[src/supply_seq_defs.svh]
`ifndef SUPPLY_SEQ_DEFS_SVH
`define SUPPLY_SEQ_DEFS_SVH
// soft-start length in oscillator cycles and dac step count
`define SS_CYCLES 1024
`define SS_STEPS 64
// monitored outputs: sequencing watches three, tracking watches five
`define NUM_OUTPUTS 5
`define MON_MASK_SEQ 5'h07
`define MON_MASK_TRK 5'h1f
// linear regulator enable patterns
`define LIN_NONE 4'h0
`define LIN_FIRST 4'h1
`define LIN_FIRST_SECOND 4'h3
`define LIN_ALL 4'hf
// monitor bit positions
`define MON_MAIN 0
`define MON_FIRST 1
`define MON_SECOND 2
`endif

[src/supply_seq_pkg.sv]
package supply_seq_pkg;
  // gray codes along off -> main -> first -> second; tracking branches off
  typedef enum logic [2:0] {
    ST_OFF = 3'h0,
    ST_MAIN = 3'h1,
    ST_FIRST = 3'h3,
    ST_SECOND = 3'h2,
    ST_TRACK = 3'h6
  } seq_state_t;
endpackage

[src/soft_start_ramp.sv]
`timescale 1ns/1ps
`include "supply_seq_defs.svh"
module soft_start_ramp #(
  parameter int SS_CYCLES = `SS_CYCLES,
  parameter int SS_STEPS = `SS_STEPS
) (
  input wire logic clk, // oscillator clock
  input wire logic rst_b, // async reset, active low
  input wire logic ce, // clock enable
  input wire logic run, // ramp runs while high, clears when low
  output logic [$clog2(SS_STEPS):0] dac_code, // target, 0..SS_STEPS
  output logic done // ramp complete
);
  localparam int CW = $clog2(SS_CYCLES);
  localparam int DW = $clog2(SS_STEPS) + 1;
  localparam int STEP = SS_CYCLES / SS_STEPS;
  localparam int SW = $clog2(STEP);

  initial begin
    if (SS_CYCLES != SS_STEPS * STEP || (1 << SW) != STEP || STEP < 2)
      $error("soft_start_ramp: cycles must be a power-of-two multiple of steps");
  end

  logic [CW-1:0] cnt_ff;
  logic done_ff;
  logic [DW-1:0] dac_ff;
  wire last_cycle = (cnt_ff == CW'(SS_CYCLES - 1));
  wire [CW-1:0] nxt_cnt = (!run || done_ff) ? '0 : cnt_ff + CW'(1);
  wire nxt_done = run && (done_ff || last_cycle);
  // one dac step per STEP cycles, full scale only once the ramp ends
  wire [DW-1:0] nxt_dac = !run ? '0 :
                          nxt_done ? DW'(SS_STEPS) :
                          DW'(nxt_cnt >> SW);

  // counting restarts from zero whenever run drops
  always_ff @(posedge clk or negedge rst_b) begin
    if (!rst_b) begin
      cnt_ff <= '0;
      done_ff <= 1'b0;
      dac_ff <= '0;
    end else if (ce) begin
      cnt_ff <= nxt_cnt;
      done_ff <= nxt_done;
      dac_ff <= nxt_dac;
    end
  end

  assign dac_code = dac_ff;
  assign done = done_ff;
endmodule

[src/supply_startup_sequencer.sv]
// Summary of operation
// - internal enable needs rail ok, reference ok, bias up, no thermal limit
// - switching and soft-start both begin when the internal enable asserts
// - soft-start lasts 1024 oscillator cycles from start of switching
// - soft-start dac climbs in 64 equal steps to the reference
// - sequencing: main converter first with soft-start, regulators off
// - sequencing: first regulator after main feedback ok and ramp done
// - sequencing: second regulator after first regulator feedback ok
// - sequencing: power-good only when all three outputs are above 92%
// - tracking: main converter and all four regulators enabled together
// - tracking: power-good only when all five outputs are above 92%
// - open-drain power-good pulls low when any monitored output drops below 90%
// - power-good released only with all monitored outputs above 92% and ramp done
// - over-temperature shuts down and forces both gate drives low
// - operation resumes once the thermal indication clears
// - thermal event disables outputs, pulls power-good low, resets ramp
// - thermal protection is ignored while the 5v rail is shorted
// - grounded main feedback selects preset 3.3v sensing
// - limit input at the 5v rail selects default valley threshold
// - rail below 3.5v stops switching, holds power-good low, gates low
`timescale 1ns/1ps
`include "supply_seq_defs.svh"
module supply_startup_sequencer #(
  parameter int SS_CYCLES = `SS_CYCLES,
  parameter int SS_STEPS = `SS_STEPS,
  parameter int NUM_OUT = `NUM_OUTPUTS
) (
  input wire logic clk, // internal oscillator clock
  input wire logic rst_b, // supply_lockout reset, active low
  input wire logic ce, // clock enable, freezes all state
  input wire logic internal_5v_rail_ok, // rail above 3.5v
  input wire logic internal_5v_rail_short, // rail output shorted
  input wire logic ref_ok, // reference above 92%
  input wire logic bias_ok, // bias circuitry up
  input wire logic thermal_hot, // junction over limit
  input wire logic tracking_mode, // 1 tracking, 0 sequencing
  input wire logic [NUM_OUT-1:0] out_above_92, // per-output upper comparator
  input wire logic [NUM_OUT-1:0] out_below_90, // per-output lower comparator
  input wire logic main_feedback_grounded, // main_feedback tied to ground
  input wire logic limit_setting_at_rail, // limit_setting_input at rail
  output logic switching_en, // step-down converter switching
  output logic main_conv_en, // main converter enabled
  output logic [3:0] lin_reg_en, // linear regulator enables
  output logic [$clog2(SS_STEPS):0] ss_dac_code, // soft-start target
  output logic ss_done, // soft-start complete
  output logic gate_force_low, // low_side and high_side gate drives low
  output logic power_good_flag_o, // open-drain data, always low
  output logic power_good_flag_oe, // high while pulling pin low
  output logic preset_select, // regulate preset 3.3v via sense input
  output logic default_limit_select // default 250mv valley threshold
);
  localparam int DW = $clog2(SS_STEPS) + 1;

  initial begin
    if (NUM_OUT != `NUM_OUTPUTS)
      $error("supply_startup_sequencer: monitor count must be five");
  end

  supply_seq_pkg::seq_state_t state_ff, nxt_state;
  logic switch_ff;
  logic main_ff;
  logic [3:0] lin_ff;
  logic gate_low_ff;
  logic pg_ok_ff;
  logic pg_data_ff;
  logic pg_pull_ff;
  logic preset_ff;
  logic deflim_ff;
  logic [DW-1:0] dac_code;
  logic ramp_done;

  // thermal sensing is ignored while the rail is shorted
  wire thermal_active = thermal_hot && !internal_5v_rail_short;
  // all four start conditions must hold together
  wire enable_ok = internal_5v_rail_ok && ref_ok && bias_ok &&
                   !thermal_active;

  // ramp runs only while enabled, so any enable loss resets it
  soft_start_ramp #(
    .SS_CYCLES(SS_CYCLES),
    .SS_STEPS(SS_STEPS)
  ) u_ramp (
    .clk(clk),
    .rst_b(rst_b),
    .ce(ce),
    .run(switch_ff),
    .dac_code(dac_code),
    .done(ramp_done)
  );

  // sequence steps
  wire main_ready = out_above_92[`MON_MAIN] && ramp_done;
  wire first_ready = out_above_92[`MON_FIRST];

  always_comb begin
    nxt_state = state_ff;
    if (!enable_ok) begin
      nxt_state = supply_seq_pkg::ST_OFF;
    end else begin
      unique case (state_ff)
        supply_seq_pkg::ST_OFF: begin
          nxt_state = tracking_mode ? supply_seq_pkg::ST_TRACK :
                      supply_seq_pkg::ST_MAIN;
        end
        supply_seq_pkg::ST_MAIN: begin
          if (main_ready)
            nxt_state = supply_seq_pkg::ST_FIRST;
        end
        supply_seq_pkg::ST_FIRST: begin
          if (first_ready)
            nxt_state = supply_seq_pkg::ST_SECOND;
        end
        supply_seq_pkg::ST_SECOND: nxt_state = supply_seq_pkg::ST_SECOND;
        supply_seq_pkg::ST_TRACK: nxt_state = supply_seq_pkg::ST_TRACK;
        default: nxt_state = supply_seq_pkg::ST_OFF;
      endcase
    end
  end

  // regulator enables decoded from the next state
  wire nxt_main = (nxt_state != supply_seq_pkg::ST_OFF);
  wire [3:0] nxt_lin =
    (nxt_state == supply_seq_pkg::ST_TRACK) ? `LIN_ALL :
    (nxt_state == supply_seq_pkg::ST_SECOND) ? `LIN_FIRST_SECOND :
    (nxt_state == supply_seq_pkg::ST_FIRST) ? `LIN_FIRST : `LIN_NONE;

  // power-good monitor window depends on mode
  wire [NUM_OUT-1:0] mon_mask = tracking_mode ? `MON_MASK_TRK : `MON_MASK_SEQ;
  wire all_high = &(out_above_92 | ~mon_mask);
  wire any_low = |(out_below_90 & mon_mask);
  wire seq_settled = (state_ff == supply_seq_pkg::ST_SECOND) ||
                     (state_ff == supply_seq_pkg::ST_TRACK);
  // 90/92 split gives hysteresis: hold while none below 90
  wire nxt_pg_ok = enable_ok && seq_settled &&
                   (pg_ok_ff ? !any_low : (all_high && ramp_done));

  // gate drives held low in lockout and thermal shutdown
  wire nxt_gate_low = !internal_5v_rail_ok || thermal_active;

  // sequencer state and enables
  always_ff @(posedge clk or negedge rst_b) begin
    if (!rst_b) begin
      state_ff <= supply_seq_pkg::ST_OFF;
      switch_ff <= 1'b0;
      main_ff <= 1'b0;
      lin_ff <= `LIN_NONE;
    end else if (ce) begin
      state_ff <= nxt_state;
      switch_ff <= enable_ok;
      main_ff <= nxt_main;
      lin_ff <= nxt_lin;
    end
  end

  // pin and strap outputs; straps are followed, never latched at reset
  always_ff @(posedge clk or negedge rst_b) begin
    if (!rst_b) begin
      gate_low_ff <= 1'b1;
      pg_ok_ff <= 1'b0;
      pg_data_ff <= 1'b0;
      pg_pull_ff <= 1'b1;
      preset_ff <= 1'b0;
      deflim_ff <= 1'b1;
    end else if (ce) begin
      gate_low_ff <= nxt_gate_low;
      pg_ok_ff <= nxt_pg_ok;
      // pin enable kept in its own flop so the port needs no gate after it
      pg_pull_ff <= !nxt_pg_ok;
      pg_data_ff <= 1'b0;
      preset_ff <= main_feedback_grounded;
      deflim_ff <= limit_setting_at_rail;
    end
  end

  assign switching_en = switch_ff;
  assign main_conv_en = main_ff;
  assign lin_reg_en = lin_ff;
  assign ss_dac_code = dac_code;
  assign ss_done = ramp_done;
  assign gate_force_low = gate_low_ff;
  assign power_good_flag_o = pg_data_ff;
  assign power_good_flag_oe = pg_pull_ff;
  assign preset_select = preset_ff;
  assign default_limit_select = deflim_ff;
endmodule
[config.mk]
export PLATFORM = sky130hd
export DESIGN_NAME = supply_startup_sequencer
export DESIGN_NICKNAME = d
export VERILOG_FILES = /design/src/supply_seq_pkg.sv /design/src/soft_start_ramp.sv /design/src/supply_startup_sequencer.sv
export VERILOG_INCLUDE_DIRS = /design/src /design/src/src
export SDC_FILE = /design/constraint.sdc
export NUM_CORES = 1
export LEC_CHECK = 0
export BUFFER_PORTS_ARGS = -buffer_cell sky130_fd_sc_hd__clkbuf_2
export CAP_MARGIN = 0
export CORE_UTILIZATION = 47
export DETAILED_ROUTE_END_ITERATION = 8
export HOLD_SLACK_MARGIN = 0.02
export PLACE_DENSITY = 0.81
export SYNTH_ARGS = -nofsm -noshare
export SYNTH_HDL_FRONTEND = slang
export SYNTH_HIERARCHICAL = 1
export SYNTH_SLANG_ARGS = --single-unit
[constraint.sdc]
create_clock -name clk -period 1.4 [get_ports clk]
set_input_delay 0.14 -clock clk [delete_from_list [all_inputs] [get_ports clk]]
set_output_delay 0.14 -clock clk [all_outputs]
set_load 0.02 [all_outputs]
==> results of run 1 <==
## report_power, final
| group | switching [mW] | internal [mW] | total (mW) |
|---|---|---|---|
| clock | 0.315 | 0.377 | 0.691 |
| sequential | 0.0168 | 0.890 | 0.907 |
| combinational | 0.104 | 0.0692 | 0.174 |
| total | 0.436 | 1.34 | 1.77 |
## worst register-to-register path: cells and delay by family, from the launching register on
family,cells,cell delay (ns)
AND/OR/NAND/NOR,2,0.68
flip-flops,1,0.38
AO/OA/AOI/OAI,2,0.48
## logic make-up after synthesis
family	synth area share, %
adders and majority gates	0.816
other	0.244
and+or+nand+nor	16.9
buffers and inverters	7.01
AOI/OAI and AO/OA	20.9
DFF	49.2
xor gates and xnor gates	2.85
muxes	2.12
## layout make-up
class / count / area [um2]
Clock buffer: 6 / 41.3
Clock inverter: 2 / 37.5
Fill cell: 263 / 1140
Inverter: 12 / 45.0
Multi-Input combinational cell: 100 / 707
Sequential cell: 30 / 754
Tap cell: 44 / 55.1
Timing Repair Buffer: 51 / 293
## routing by layer
layer / vias up / track usage [%] / wire [um]
li1: 636 / - / -
met1: 635 / 23.9 / 1370
met2: 45 / 35.6 / 1780
met3: 3 / 5.24 / 149
met4: 0 / 5.78 / 23
met5: - / 0 / 0
## metrics by stage
| stage | TNS [ns] | setup WS, ns | std cells |
|---|---|---|---|
| 3_5_place_dp | -0.328 | -0.175 | 235 |
| 5_1_grt | -0.486 | -0.255 | 245 |
| 6_report | -0.381 | -0.209 | 245 |
| 4_1_cts | -0.374 | -0.206 | 245 |
| 2_1_floorplan | -0.167 | -0.101 | 151 |
| 3_3_place_gp | -0.220 | -0.126 | 235 |
## state kept, by name, indices dropped and copies added, names as in the netlist
| name | count |
|---|---|
| u_ramp/cnt_ff | 10 |
| u_ramp/dac_code | 7 |
| lin_reg_en | 3 |
| state_ff | 3 |
| default_limit_select | 1 |
| gate_force_low | 1 |
| main_conv_en | 1 |
| pg_ok_ff | 1 |
| power_good_flag_oe | 1 |
| preset_select | 1 |
| switching_en | 1 |
## worst max-delay path by stage
stage / endpoint / slack, ns / startpoint
floorplan: power_good_flag_oe / -0.10 / pg_ok_ff
global placement: power_good_flag_oe / -0.13 / pg_ok_ff
detailed placement: power_good_flag_oe / -0.17 / pg_ok_ff
CTS: power_good_flag_oe / -0.21 / pg_ok_ff
global route: power_good_flag_oe / -0.25 / pg_ok_ff
finish: power_good_flag_oe / -0.21 / pg_ok_ff
## Yosys cell counts, types with 2 or more instances
master	n	area [um2]
o31ai_1	2	15.0
o32ai_1	3	26.3
buf_2	2	10.0
a21oi_1	8	40.0
nand4_1	2	12.5
o21ai_0	11	55.1
nand2_1	10	37.5
a31oi_1	3	18.8
o2bb2ai_1	6	52.6
buf_4	3	22.5
or2_0	2	12.5
nand3_1	5	25.0
and3_1	3	18.8
xnor2_1	4	35.0
nor2_1	9	33.8
a22o_1	4	35.0
mux2_2	2	22.5
dfstp_2	3	78.8
o22ai_1	2	12.5
inv_1	11	41.3
nor3_2	2	20.0
buf_6	2	22.5
nand2b_1	3	18.8
clkbuf_1	2	7.51
dfrtp_1	27	676
## repair_timing
item                                    4_1_cts  5_1_grt
hold buffers                                  2        0
pin swaps                                     0        3
endpoints found under the setup margin        6        8
endpoints found under the hold margin        28        0
cloned                                        0        0
resized for setup                             2       10
==> flow_summary.ini, run 1 <==
[flow_run]
maxCapViolCount = 0

[drt]
wl_per_cell_um = 13.5
route.vias.total = 1319
dr.pass1.iters = 4
drt_iter0_drc = 63
drcViolationCount = 0
wl_um = 3320
viasPerCell = 5.38
ant_nets = 0

[placed_design]
io_buffers = 38
post_dp_cell_area_um2 = 1800
dpl.hpwl_um = 2370
globalplace.congestion = 0.774

[min_path]
holdPathEnd = default_limit_select
hold_path.class = in -> reg
hold_depth = 2
min_from = limit_setting_at_rail

[finish]
finish.utilization_pct = 62.8
antenna_cells = 0
num-nets-final = 222
fin_area_um2 = 1930
mostFrequentLayoutCell = clkbuf_2
drive_gt1_share_pct = 37.3
area_delta_synth_final_pct = 26.0
final_cell_mix = clkbuf_2 (38), dfrtp_1 (27), inv_1 (11), buf_4 (11)

[yosys]
synth_ff_type = dfrtp_1
ys_seq_area_share_pct = 49.2
yosys_warnings = 6
syn_nets = 173
synthesis.area_um2 = 1530
syn_area_per_cell_um2 = 10.2
synth_cell_type_count = 45
synthArstFlopShare_pct = 100
synth_edf_count = 0
synth-seq-cells = 30
netlist_instances = 151

[run_status]
status = finished with violations
failed_checks = negative setup slack

[sta]
period_minus_slack_ns = 1.61
hold-worst-slack_ns = 0.0474
finalCritPeriodShare_pct = 115
setup_viol = 2
finalWorstSetupSlack_ns = -0.209
rsz0062_at_grt = true
fmax_ghz = 0.621
clock_skew_ns = 0.00919
maxSlewViolCount = 0
hold_violations = 0

[critical_path]
regToRegSetupSlack_ns = -0.21
cp.buffers_inverters = 0
crit_type = reg -> reg
worstPathRequired_ns = 1.66
cp-end-kind = flop
crit_family = simple AND/OR/NAND/NOR gates
crit_slowest_cell = or4b_4
r2r_start = pg_ok_ff
reg2regPathDepth = 4
cp.arrival_ns = 1.87
cp.depth = 4
cp_max_fo = 3
r2r-end = power_good_flag_oe
crit_chain = or4b_4 -> or2_0 -> a311o_1 -> o21a_1
max_stage_delay_ns = 0.47
worst_setup_path_start_kind = flop

[clock_network]
cts_tree = yes
cts_setup_buffers = 0
cts.reportedPaths.clkPinSlew_ns = 0.10
clockBufferDepth = 2
htree_levels = 2
clk-insertion-delay-late_ns = 0.33
cts.sinks = 30
cts_made_buffers = 5
root_buffer = clkbuf_4

[grt]
grt.total_usage_pct = 20.1
grt_max_degree = 31
grt_overflow_total = 0
grt_first_pass_wirelength_um = 5240
antenna_found_initial = 0
grt_pass1_vias = 1203

[power_and_ir_drop]
p_total_mw = 1.77
power.density_nw_per_um2 = 917
leakage_nw = 0.872
peakVddDrop_v = 0.000486

[die]
core_area_um2 = 3080
rows = 20
die_area_um2 = 3500
start_util_pct = 49.8
die_h_um = 59.1
io_pins = 40
die_width_um = 59.1
Power figures use the tool's default switching activity.
==> run 2, diff against run 1 <==
Settings changed: SETUP_SLACK_MARGIN from default to 0.1.
==> flow_summary.ini, run 2 (synthesis results as in run 1) <==
[sta]
rsz0062_at_grt = true
fmax_ghz = 0.615
setup_viol = 2
period_minus_slack_ns = 1.63
finalCritPeriodShare_pct = 116
finalWorstSetupSlack_ns = -0.227
maxSlewViolCount = 0
clock_skew_ns = 0.00732
hold_violations = 0

[flow_run]
maxCapViolCount = 0

[die]
start_util_pct = 49.8
rows = 20
die_width_um = 59.1
die_h_um = 59.1
io_pins = 40
core_area_um2 = 3080
die_area_um2 = 3500

[clock_network]
root_buffer = clkbuf_4
clockBufferDepth = 2
cts.reportedPaths.clkPinSlew_ns = 0.08
htree_levels = 2
cts_tree = yes
cts_made_buffers = 5
clk-insertion-delay-late_ns = 0.33
cts.sinks = 30

[critical_path]
cp-end-kind = flop
max_stage_delay_ns = 0.47
cp_max_fo = 2
crit_type = reg -> reg
crit_family = simple AND/OR/NAND/NOR gates
crit_chain = or4b_4 -> or2_0 -> a311o_1 -> o21a_1
cp.buffers_inverters = 0
worstPathRequired_ns = 1.66
crit_slowest_cell = or4b_4
worst_setup_path_start_kind = flop
cp.arrival_ns = 1.89

[grt]
grt_pass1_vias = 1354
grt.total_usage_pct = 22.5
antenna_found_initial = 0
grt_first_pass_wirelength_um = 5700
grt_max_degree = 31
grt_overflow_total = 0

[finish]
num-nets-final = 232
mostFrequentLayoutCell = clkbuf_2
antenna_cells = 0
fillerInstances = 238
regMostFlops = u_ramp/cnt_ff
fin_area_um2 = 2100
area_delta_synth_final_pct = 36.9
finish.utilization_pct = 68.3
final_cell_mix = clkbuf_2 (38), dfrtp_1 (23), buf_4 (16)
drive_gt1_share_pct = 47.1
largest_reg_flops = 10

[placed_design]
dpl.hpwl_um = 2440
io_buffers = 38
globalplace.congestion = 0.792
post_dp_cell_area_um2 = 1820

[drt]
viasPerCell = 5.52
dr.pass1.iters = 4
wl_um = 3920
drcViolationCount = 0
ant_nets = 0
route.vias.total = 1401
drt_iter0_drc = 62
wl_per_cell_um = 15.4

[power_and_ir_drop]
power.density_nw_per_um2 = 746
leakage_nw = 0.960
peakVddDrop_v = 0.000741
p_total_mw = 1.57

[min_path]
hold_path.class = in -> reg

[run_status]
failed_checks = negative setup slack
status = finished with violations
run 2: path summary, 6_finish.rpt:
| check | start | to | slack (ns) | cells after the start |
|---|---|---|---|---|
| min reg2reg | u_ramp/dac_code[2] | u_ramp/dac_code[2] | 0.50 | 1 |
| min in group asynchronous | rst_b | u_ramp/dac_code[0] | 0.36 | 3 |
| max in group asynchronous | rst_b | default_limit_select | 0.72 | 3 |
| min | limit_setting_at_rail | default_limit_select | 0.05 | 2 |
| max reg2reg | pg_ok_ff | power_good_flag_oe | -0.23 | 4 |
| max | pg_ok_ff | power_good_flag_oe | -0.23 | 4 |
run 2: repair_timing:
action,in CTS,in global routing
pin swaps,2,9
endpoints found under the setup margin,10,17
resized for setup,2,39
setup buffers,1,6
hold buffers,2,0
hold endpoints to repair,28,0
run 2: final cells by class:
class                           count  area, um2  area share, %
Tap cell                           44       55.1           2.62
Inverter                           12       45.0           2.14
Multi-Input combinational cell    100        810           38.5
Clock buffer                        7       45.0           2.14
Timing Repair Buffer               61        387           18.4
Sequential cell                    30        759           36.2
run 2: layer usage:
layer  up-vias  global-route usage [%]  wire length (um)
met4         0                    12.6                54
met1       673                    25.1              1600
met5         -                       0                 0
li1        661                       -                 -
met3         7                    7.64               183
met2        60                    37.7              2090
run 2: where the power goes:
group	leakage, nW	switching [mW]	internal, mW	total [mW]
clock network	0.0254	0.279	0.189	0.468
logic	0.537	0.115	0.0784	0.193
registers	0.398	0.0167	0.890	0.907
total	0.960	0.410	1.16	1.57
run 2: metrics by stage:
step           hold slack [ns]  TNS (ns)  setup slack, ns  instances
5_1_grt                 0.0207    -0.478           -0.251        254
3_5_place_dp             0.170    -0.374           -0.189        238
4_1_cts                 0.0323    -0.410           -0.211        248
2_1_floorplan           -0.156    -0.167           -0.101        151
3_3_place_gp             0.164    -0.191           -0.111        238
6_report                0.0490    -0.425           -0.227        254
==> run 3, diff against run 2 <==
Settings changed: BUFFER_PORTS_ARGS -buffer_cell sky130_fd_sc_hd__clkbuf_2 to -buffer_cell sky130_fd_sc_hd__buf_2.
==> flow_summary.ini, run 3 (synthesis results as in run 1) <==
[run_status]
status = finished with violations
failed_checks = negative setup slack

[power_and_ir_drop]
p_int_mw = 1.21
leakage_nw = 0.955
p_total_mw = 1.64
power.share.sequential_pct = 55.2
peakVddDrop_v = 0.000644
power_frac_clock_pct = 33.1
power.density_nw_per_um2 = 779
netSwitchingPower_mw = 0.429
combPwrFrac_pct = 11.8
netSwitchingFraction_pct = 26.1

[sta]
maxSlewViolCount = 0
hold_violations = 0
finalWorstSetupSlack_ns = -0.202
setup_tns_ns = -0.385
finalCritPeriodShare_pct = 114
setup_viol = 2
tightest_slew_ns = 0.664
period_minus_slack_ns = 1.60
rsz0062_at_grt = true
clock_skew_ns = 0.00667
fmax_ghz = 0.624
timing.slew.headroom_pct = 55.7

[grt]
grt_max_degree = 31
grt_pass1_vias = 1336
met3_usage_pct = 6.11
met2_usage_pct = 36.5
antenna_found_initial = 0
grt_util_met1_pct = 24.1
busiest_layer = met2
grt.total_usage_pct = 21.6
grt_overflow_total = 0
grt_first_pass_wirelength_um = 5470

[critical_path]
cp-end-kind = flop
cp_max_fo = 2
worstPathRequired_ns = 1.68
worst_setup_path_start_kind = flop
crit_type = reg -> reg
regToRegSetupSlack_ns = -0.20
cp.arrival_ns = 1.88

[die]
rows = 20
core_area_um2 = 3080
die_width_um = 59.1
die_area_um2 = 3500
die_h_um = 59.1
start_util_pct = 49.8
io_pins = 40

[placed_design]
io_buffers = 38
place_inst = 236
globalplace.congestion = 0.805
dpl.hpwl_um = 2400

[finish]
area_delta_synth_final_pct = 37.6
layout.cells.non_filler = 255
final_cell_mix = buf_2 (38), dfrtp_1 (23), buf_4 (17)
largest_reg_flops = 10
num-nets-final = 232
antenna_cells = 0
regMostFlops = u_ramp/cnt_ff
drive_gt1_share_pct = 46.4
mostFrequentLayoutCell = buf_2

[clock_network]
cts_tree = yes
cts.sinks = 30
clk-insertion-delay-late_ns = 0.34
htree_levels = 2
cts.reportedPaths.clkPinSlew_ns = 0.09
clockBufferDepth = 2
cts_made_buffers = 5
root_buffer = clkbuf_4

[drt]
dr.pass1.iters = 4
wl_um = 3690
wl_per_cell_um = 14.5
viasPerCell = 5.49
route.vias.total = 1401
ant_nets = 0
drcViolationCount = 0
drt_iter0_drc = 53

[flow_run]
maxCapViolCount = 0

[min_path]
hold_path.class = in -> reg
run 3: timing repair:
| action | 4_1_cts | 5_1_grt |
|---|---|---|
| setup buffers | 3 | 6 |
| endpoints found under the setup margin | 10 | 15 |
| resized for setup | 8 | 29 |
| hold endpoints to repair | 28 | 0 |
| hold buffers | 2 | 0 |
| pin swaps | 5 | 14 |
| gates cloned | 0 | 0 |
run 3: critical path, stage by stage, from the launching register on:
cell	delay [ns]
dfrtp_1	0.36
or4b_4	0.47
o32a_1	0.31
a311o_1	0.29
o21a_1	0.11
run 3: area by class of cell:
type                    count  area [um2]
repair buffers             61         383
multi-input cells         100         808
clock inverters             1        5.00
fillers                   228         967
well taps                  44        55.1
clock buffers               7        55.1
flip-flops and latches     30         759
inverters                  12        45.0
run 3: path summary, 6_finish.rpt:
kind,start,to,cells past startpoint
hold reg to reg,u_ramp/dac_code[0],u_ramp/dac_code[0],1
setup reg to reg,pg_ok_ff,power_good_flag_oe,4
min in group asynchronous,rst_b,u_ramp/dac_code[1],2
max in group asynchronous,rst_b,u_ramp/cnt_ff[3],2
hold / removal,main_feedback_grounded,preset_select,2
setup / recovery,pg_ok_ff,power_good_flag_oe,4
run 3: power groups by stage:
| stage | Combinational (mW) | Sequential (mW) | Clock, mW |
|---|---|---|---|
| 6_report | 0.193 | 0.907 | 0.544 |
| 5_1_grt | 0.212 | 0.910 | 0.588 |
| 2_1_floorplan | 0.0659 | 0.940 | 0 |
| 3_3_place_gp | 0.162 | 0.921 | 0 |
| 4_1_cts | 0.179 | 0.905 | 0.562 |
| 3_5_place_dp | 0.167 | 0.922 | 0 |
run 3: metrics by stage:
step / setup slack, ns / utilization, % / instance area, um2 / hold WS, ns
4_1_cts: -0.207 / 62.7 / 1930 / 0.0256
2_1_floorplan: -0.101 / - / 1540 / -0.156
3_5_place_dp: -0.175 / 58.8 / 1810 / 0.205
3_3_place_gp: -0.110 / 58.8 / 1810 / 0.196
6_report: -0.202 / 68.6 / 2110 / 0.0363
5_1_grt: -0.238 / 68.6 / 2110 / 0.0233
run 3: metal layers:
layer	wire, um	share of wire [%]
met3	177	4.8
met4	65	1.8
met2	1940	53
met1	1510	41
met5	0	0
